### src/core/mac_port_mode_params.svh
// Constants for the two-port MAC mode selector
// Notes on behaviour
// - There are two independent ports, each MAC able to run at 10G, 1G, 100M or 10M.
// - Each port has its own MAC and both coding sublayers, with one shared management master and SerDes control.
// - The only 10G attachment offered is XAUI.
// - The per-port mode bits pick both the MAC clock source and the data path.
// - Every mode and loopback bit except the chip-wide blunt-end wrap exists once per port, indexed by port number.
// - Dual 10G XAUI sets the 10G select, clears the 1G and 100/10M selects and clears bypass.
// - Mixed mode runs port 0 as 10G XAUI and port 1 as optical 1G with bypass cleared.
// - Dual optical 1G sets the 1G select, clears the others and clears bypass.
// - MAC wrap set with sublayer wrap clear loops the port back at the MAC.
// - MAC wrap clear with sublayer wrap set loops the port back inside the 10G sublayer.
// - The chip-wide blunt-end wrap loops both 10G and 1G with per-port wraps clear.
// - Write-zero-clear fields clear on a 0, write-one-clear fields on a 1, others unchanged.
// - Auto-clear fields read back and return to 0 once their action is taken.
`ifndef MAC_PORT_MODE_PARAMS_SVH
`define MAC_PORT_MODE_PARAMS_SVH
`define NUM_PORTS      2
`define SPEED_10G      2'h3
`define SPEED_1G       2'h2
`define SPEED_100M     2'h1
`define SPEED_10M      2'h0
`define CLK_SRC_XAUI   2'h0
`define CLK_SRC_SERDES 2'h1
`define CLK_SRC_PHY    2'h2
`define CLK_SRC_NONE   2'h3
`endif

### src/core/mac_port_mode_pkg.sv
// Types for the two-port MAC mode selector
package mac_port_mode_pkg;
    typedef enum logic [2:0] {
        path_off,
        path_xaui,
        path_serdes_1g,
        path_phy_bypass,
        path_mac_wrap,
        path_sublayer_wrap,
        path_blunt_wrap
    } data_path_t;

    typedef struct packed {
        logic ten_gig_sel;
        logic one_gig_sel;
        logic slow_sel;
        logic sublayer_bypass;
        logic mac_level_wrap;
        logic ten_gig_sublayer_wrap;
        logic [1:0] speed;
    } port_mode_t;

    typedef struct packed {
        data_path_t path;
        logic [1:0] clk_src;
        logic       config_err;
    } port_route_t;

    typedef struct packed {
        logic w0c_flag;
        logic w1c_flag;
        logic auto_clear;
    } port_flags_t;

    typedef struct packed {
        port_route_t [1:0] route;
        port_flags_t [1:0] flags;
        logic        [1:0] action_pulse;
        logic              speed_mismatch;
    } mode_state_t;
endpackage

### src/core/mac_port_mode_config.sv
// Per-port mode, clock source and loopback selection for the two MAC ports
`timescale 1ns/100ps
`include "mac_port_mode_params.svh"
module mac_port_mode_config (
    // Clock and reset
    input  wire logic                                 clk_sys_i,
    input  wire logic                                 resetn_i,
    // Per-port mode bits and chip-wide blunt-end wrap
    input  wire mac_port_mode_pkg::port_mode_t [1:0]  port_mode_i,
    input  wire logic                                 blunt_end_wrap_i,
    // Flag events and software clear strobes
    input  wire logic [1:0]                           flag_event_i,
    input  wire logic [1:0]                           w0c_write_i,
    input  wire logic [1:0]                           w0c_data_i,
    input  wire logic [1:0]                           w1c_write_i,
    input  wire logic [1:0]                           w1c_data_i,
    input  wire logic [1:0]                           auto_clear_set_i,
    input  wire logic [1:0]                           action_done_i,
    // Routing results
    output mac_port_mode_pkg::port_route_t [1:0]      port_route_o,
    output mac_port_mode_pkg::port_flags_t [1:0]      port_flags_o,
    output logic [1:0]                                action_pulse_o,
    output logic                                      speed_mismatch_o
);
    import mac_port_mode_pkg::*;

    mode_state_t state;
    mode_state_t next_state;

    always_comb begin
        next_state = state;
        for (int p = 0; p < `NUM_PORTS; p++) begin
            // Clock source and data path from the mode bits
            next_state.route[p].config_err = 1'b0;
            if (blunt_end_wrap_i) begin
                next_state.route[p].path = path_blunt_wrap;
                next_state.route[p].clk_src = port_mode_i[p].ten_gig_sel ?
                    `CLK_SRC_XAUI : `CLK_SRC_SERDES;
            end else if (port_mode_i[p].mac_level_wrap
                         && !port_mode_i[p].ten_gig_sublayer_wrap) begin
                next_state.route[p].path = path_mac_wrap;
                next_state.route[p].clk_src = `CLK_SRC_XAUI;
            end else if (!port_mode_i[p].mac_level_wrap
                         && port_mode_i[p].ten_gig_sublayer_wrap) begin
                next_state.route[p].path = path_sublayer_wrap;
                next_state.route[p].clk_src = `CLK_SRC_XAUI;
            end else if (port_mode_i[p].ten_gig_sel && !port_mode_i[p].one_gig_sel
                         && !port_mode_i[p].slow_sel
                         && !port_mode_i[p].sublayer_bypass) begin
                next_state.route[p].path = path_xaui;
                next_state.route[p].clk_src = `CLK_SRC_XAUI;
            end else if (port_mode_i[p].one_gig_sel && !port_mode_i[p].ten_gig_sel
                         && !port_mode_i[p].slow_sel) begin
                next_state.route[p].path = port_mode_i[p].sublayer_bypass ?
                    path_phy_bypass : path_serdes_1g;
                next_state.route[p].clk_src = port_mode_i[p].sublayer_bypass ?
                    `CLK_SRC_PHY : `CLK_SRC_SERDES;
            end else if (port_mode_i[p].slow_sel && !port_mode_i[p].ten_gig_sel
                         && !port_mode_i[p].one_gig_sel) begin
                next_state.route[p].path = path_phy_bypass;
                next_state.route[p].clk_src = `CLK_SRC_PHY;
            end else begin
                next_state.route[p].path = path_off;
                next_state.route[p].clk_src = `CLK_SRC_NONE;
                next_state.route[p].config_err = 1'b1;
            end
            if (port_mode_i[p].mac_level_wrap && port_mode_i[p].ten_gig_sublayer_wrap) begin
                next_state.route[p].config_err = 1'b1;
            end
            // Write-zero and write-one clear, set wins
            if (w0c_write_i[p] && !w0c_data_i[p]) begin
                next_state.flags[p].w0c_flag = 1'b0;
            end
            if (w1c_write_i[p] && w1c_data_i[p]) begin
                next_state.flags[p].w1c_flag = 1'b0;
            end
            if (flag_event_i[p]) begin
                next_state.flags[p].w0c_flag = 1'b1;
                next_state.flags[p].w1c_flag = 1'b1;
            end
            // Auto-clear once the action is taken
            next_state.action_pulse[p] = 1'b0;
            if (state.flags[p].auto_clear && action_done_i[p]) begin
                next_state.flags[p].auto_clear = 1'b0;
                next_state.action_pulse[p] = 1'b1;
            end
            if (auto_clear_set_i[p]) begin
                next_state.flags[p].auto_clear = 1'b1;
            end
        end
        // Flag when the two ports are not at one speed
        next_state.speed_mismatch = (port_mode_i[0].speed != port_mode_i[1].speed);
    end

    always_ff @(posedge clk_sys_i) begin
        if (!resetn_i) begin
            state <= '0;
        end else begin
            state <= next_state;
        end
    end

    assign port_route_o     = state.route;
    assign port_flags_o     = state.flags;
    assign action_pulse_o   = state.action_pulse;
    assign speed_mismatch_o = state.speed_mismatch;
endmodule

### config.mk
export PLATFORM = sky130hd
export DESIGN_NAME = mac_port_mode_config
export DESIGN_NICKNAME = d
export VERILOG_FILES = /design/src/core/mac_port_mode_pkg.sv /design/src/core/mac_port_mode_config.sv
export VERILOG_INCLUDE_DIRS = /design/src /design/src/core
export SDC_FILE = /design/constraint.sdc
export NUM_CORES = 1
export LEC_CHECK = 0
export BUFFER_PORTS_ARGS = -buffer_cell sky130_fd_sc_hd__buf_2
export CAP_MARGIN = 5
export CORE_MARGIN = 1
export CORE_UTILIZATION = 45
export CTS_CLUSTER_SIZE = 12
export DETAILED_ROUTE_END_ITERATION = 10
export PLACE_DENSITY_LB_ADDON = 0.2
export SLEW_MARGIN = 20
export SYNTH_ARGS = -nofsm -noshare
export SYNTH_HDL_FRONTEND = slang
export SYNTH_SLANG_ARGS = --single-unit
export TNS_END_PERCENT = 100
### constraint.sdc
create_clock -name clk_sys_i -period 2.8 [get_ports clk_sys_i]
set_input_delay 0.14 -clock clk_sys_i [delete_from_list [all_inputs] [get_ports clk_sys_i]]
set_output_delay 0.14 -clock clk_sys_i [all_outputs]
set_load 0.05 [all_outputs]
# Word level (Yosys, flattened, before mapping)
# Index checks and enable logic that the tools add are counted.
# word_totals
regBits,21
latchBits,0
mem_bits_rw,0
mem_bits_ro,0
inputBits,33
output_inout_bits,21
elab_cells,110
memories,0
# op_classes
add_sub_neg,0
mul,0
div,0
n_lt_le_gt_ge,0
eq_ne,1
shifts,0
n_mux,44
n_bitwise,1
reduce_logical,48
# ops
cell,n
5-bit two-way mux,6
1-bit two-way mux,28
1-bit logical AND,26
4-bit two-way mux,6
1-bit logical NOT,14
2-bit nonzero test,6
2-bit two-way mux,4
3-bit OR reduction,2
2-bit inequality test,1
1-bit NOT,1

# Depth between registers and ports, before layout
# logic_depth
depth_word,10
ltp_mapped,5
depth_no_buf,5

# Worst setup path before layout
# OpenSTA, ideal clock, no wires.
# synth_timing
path_kind,input port to flip-flop
from,input port port_mode_i[10] (netlist bit)
to,"register state, in the netlist port_route_o[7]"
setup_time_ps,60
arrival_ps,1068
t_required_ps,2740
path_slack_ps,1672
cell_stages,5
n_path_buf,0
path_cell_list,inv_1 > ha_1 > or3_1 > a211oi_1 > a32o_1
# synth_between
elab_chain_cells,4
elab_cells_between_ends,6
cone_classes,mux: 3; reduce/logical: 3
# synth_rtl
element,line_no,rtl
"start, declared",mac_port_mode_config.sv:9,"input wire mac_port_mode_pkg::port_mode_t [1:0] port_mode_i,"
1-bit logical AND / 1-bit logical NOT (equally long branches),"mac_port_mode_config.sv:44, mac_port_mode_config.sv:40",
5-bit two-way mux / 1-bit logical AND (equally long branches),"mac_port_mode_config.sv:43, mac_port_mode_config.sv:40",
5-bit two-way mux (*),mac_port_mode_config.sv:39,end else if (port_mode_i[p].mac_level_wrap
5-bit two-way mux (*),mac_port_mode_config.sv:35,if (blunt_end_wrap_i) begin
"end signal, assigned",mac_port_mode_config.sv:99,state <= next_state;
"end, declared",mac_port_mode_config.sv:27,mode_state_t state;
# Every way passes the cells marked *; elsewhere a longest branch is shown, timed or not.
# A chain may end at the register's enable or synchronous reset.

# Final worst setup path
# layout_timing
from,"register state, in the netlist port_flags_o[0]"
to,output port port_flags_o[0] (netlist bit)
# layout_lines
element,line_no,rtl
"end, declared",mac_port_mode_config.sv:21,"output mac_port_mode_pkg::port_flags_t [1:0] port_flags_o,"
# No word-level cell between the ends.

==> flow_results.org <==
** GRT
- For this run the aggregate overflow at the end of global routing stands at 0.
- Wire length of the first global-routing pass :: roughly 3200 µm
- Maximum number of pins on one net before global-route repair :: 14
- Across every metal layer, demand over resource in global routing totals 0.202.
- The via count of the first global-routing pass is ~790.
- Initial antenna violation count :: 0

** Logic synthesis
- The mapped netlist covers roughly 910 µm².
- Cell type with the highest aggregate area in the netlist :: dfxtp_1
- Of the synthesized area, sequential elements account for 0.462.
- Cell count after synthesis :: 97
- Per-instance average area after synthesis :: 9.39 µm²
- Cell with the most instances after synthesis :: dfxtp_1
- Yosys warnings :: 0
- Share of synthesized flip-flops with an asynchronous set or reset :: 0
- Most area-consuming cells after synthesis :: dfxtp_1 46%, ha_1 8.2%, a21oi_1 7.1%, xnor2_1 4.8%, inv_1 3.7%
- EDFF count, synth :: 0
- The number of nets handed over by synthesis was ~140.
- Of the post-synthesis cell area, the dominant cell type holds 0.462.
- Synth Register Bits :: 21
- In the synthesized netlist the dominant register cell turns out to be dfxtp_1.
- Synth top cells by count :: 21 x dfxtp_1, 13 x a21oi_1, 9 x inv_1, 9 x nor2_1, 6 x ha_1
- In this run, distinct cell masters in the synthesized netlist total 27.

** Route
- For this run, design rule violations remaining after detail routing come to 0.
- For this block, the initial DRC count from the detailed router was 11.
- WL/cell :: approximately 12 µm
- For this run, the detailed router's first-pass iteration total came to 4.
- After detailed routing, the number of vias per cell comes to around 5.0.
- Total number of vias :: 882
- Summed over all layers, the routed wires come to 2100 µm.
- Detail Route Antenna Nets :: 0

** Clock network
- TritonCTS built the clock tree.
- The clock passes through at most 2 buffers.
- Clk root buf :: clkbuf_4
- Clock transition at the registers of the reported paths :: about 110 ps
- Clk sink count :: 21
- In this run the post-CTS setup repair buffer count came out at 0.
- Post-cts repair resize count :: 0
- Post-CTS Hold Fix Bufs :: 0
- H-tree depth :: 1
- Number of CTS-inserted buffers :: 3
- Clock network latency to the later pin of the worst-skew pair :: 290 ps

** Final layout
- Excluding fillers, the count of instances in the completed layout stands at 178.
- At the end of the flow, the number of nets in the layout was slightly below 200.
- The number of antenna diodes in the final layout is 0.
- Area growth, synth to finish :: 35.0%
- Across the whole layout, storage elements account for about 420 µm².
- Measured on the finished design, the core utilization comes to 0.683.
- The filler cells instantiated in the layout total 158.
- Share of layout cells above drive strength 1 :: 0.373
- In the final layout, the multi-input gates occupy between 400 and 500 µm².
- Once layout is done, the placed cells without fillers occupy about 1200 µm².

** Outcome
- Outcome :: complete, no violations

** Setup path
- Broken down by cell family, the worst path's largest delay share belongs to flip-flops.
- Cell depth of the worst flop-to-flop path :: 2
- On the critical path, the stage with the largest delay is an instance of dfxtp_1.
- At the worst endpoint, the arrival time is ~930 ps.
- WP depth :: 1
- CP max stage delay :: 360 ps
- Data on the critical path is required at its endpoint by approximately 2700 ps.
- The worst setup path is launched from a flip-flop.
- Of all nets on the critical path, the largest fanout is 3.
- The worst setup path is captured at an output pin.
- Count of buffering cells on the critical path with inverters included :: 1
- The critical path is of the flip-flop to output pin type.
- Worst-path cell chain :: buf_2

** Floorplanning
- Die span in y :: 47.0 µm
- The core region is ~1800 µm².
- The initialized floorplan defines 15 standard-cell rows.
- For this configuration, the core starts out at a cell density of 0.506.
- Number of primary I/O pins :: between 50 and 60
- X dimension of the die :: 47.0 µm
- The die covers 2210 µm².

** Timing
- Subtracting the final worst setup slack from the clock period gives about 1100 ps.
- Based on the critical path, the design can be clocked at up to about 940 MHz.
- Fin. Hold Viols :: 0
- The worst path meets setup with approximately 1700 ps of slack.
- Setup repair after global routing left no endpoint under its margin.
- Final number of setup-violating endpoints :: 0
- Summed negative setup slack over all endpoints :: 0 ps
- Fraction of the cycle the final worst path needs :: 0.381
- Final Skew :: ~0.14 ps
- The number of max-slew violations in the final report came to 0.
- Headroom to the max-slew limit came out at 0.726.
- Transition time of the tightest slew-check pin :: roughly 410 ps

** Power
- Of the total power, the share spent switching nets is 0.333.
- Power per cell area :: approximately 520 nW/µm²
- The share of total power dissipated in combinational logic is 0.275.
- Clock group share of total power :: 0.222
- Int Pwr :: ~0.00043 W
- In this run the power spent charging and discharging nets is 0.000214 W.
- Summed over all cells, the static leakage comes to between 0.6 and 0.7 nW.
- VDD sags by at most between 0.0004 and 0.0005 V.
- Of the total power, registers draw 0.503.

** Placed design
- Post-Place Cell Area :: between 1000 and 1500 µm²
- Before CTS, the worst setup slack after placement is approximately 1500 ps.
- The number of placed instances, taps included, is ~170.
- In this run the tool buffered the top-level ports with 53 buffer cells.
- The congestion estimate from routability-driven global placement came to roughly 0.78.
- Sum of net half-perimeters after detailed placement :: roughly 1700 µm

** Min path
- Hold Crit Class :: input port to flip-flop
- Worst Hold Depth :: 3

** Run
- Max-cap violations in this run came to 0.
-- cells by family after synthesis --
| logic type | after synthesis | share of synthesized area |
|---|---|---|
| and+or+nand+nor | 29 | 0.177 |
| xor gates and xnor gates | 6 | 0.0577 |
| adders and majority gates | 6 | 0.0824 |
| buffers and inverters | 10 | 0.0412 |
| DFF | 21 | 0.462 |
| AOI/OAI and AO/OA | 25 | 0.180 |
-- path summary, 6_finish.rpt --
check | slack [ps] | start | to
worst min register to register | 490 | port_flags_o[5] | port_flags_o[5]
worst min-delay path | 60 | flag_event_i[1] | port_flags_o[5]
worst max register to register | 2160 | port_flags_o[3] | port_flags_o[3]
worst max-delay path | 1730 | port_flags_o[0] | port_flags_o[0]
-- power groups by stage --
| stage | clock network [W] | registers, W | logic (W) |
|---|---|---|---|
| after floorplan | 0 | 0.000401 | 0.0000457 |
| after global placement | 0 | 0.000330 | 0.000172 |
| after detailed placement | 0 | 0.000331 | 0.000177 |
| after CTS | 0.000146 | 0.000324 | 0.000177 |
| after global routing | 0.000162 | 0.000326 | 0.000190 |
| final | 0.000143 | 0.000324 | 0.000177 |
-- placed cells by master, fill, tap and decap left out --
| cell | n |
|---|---|
| nor4b_1 | 2 |
| a211oi_2 | 1 |
| xnor2_1 | 5 |
| xor2_1 | 1 |
| a21o_1 | 1 |
| buf_2 | 53 |
| a21oi_1 | 13 |
| o311a_1 | 2 |
| nand2b_1 | 4 |
| clkbuf_1 | 1 |
| or3b_1 | 1 |
| nand2_1 | 3 |
| o21a_1 | 1 |
| or3_1 | 3 |
| o31ai_1 | 1 |
| and3_1 | 2 |
| clkbuf_4 | 3 |
| or4_1 | 1 |
| nand3b_1 | 2 |
| inv_1 | 9 |
| a32o_1 | 1 |
| o31a_1 | 1 |
| o21ai_0 | 2 |
| nor2b_1 | 1 |
| dfxtp_1 | 21 |
| nand3_1 | 1 |
| nor2_1 | 9 |
| ha_1 | 6 |
| a211oi_1 | 2 |
-- metrics by stage --
stage | power (W) | hold WS, ps
final | 0.000643 | 57.9
after global routing | 0.000678 | 47.2
after CTS | 0.000647 | 58.8
after detailed placement | 0.000507 | 376
after global placement | 0.000503 | 354
after floorplan | 0.000446 | 249
-- cell type report --
type | instances | area share
clock buffer | 4 | 0.0214
sequential | 21 | 0.342
inverter | 9 | 0.0275
tap | 25 | 0.0254
multi-input combinational | 66 | 0.368
timing repair buffer | 53 | 0.216
-- metal layers --
layer	part of all wire	track usage	vias up
li1	-	-	454
met1	0.43	0.231	398
met2	0.51	0.356	28
met3	0.050	0.0615	2
met4	0.0057	0.0743	0
met5	0	0	-
-- flip-flops by register name (all words and copies together), names as in the netlist --
signal / count
action_pulse_o: 2
port_flags_o: 6
port_route_o: 12
speed_mismatch_o: 1
(Power assumes the default switching activity.)
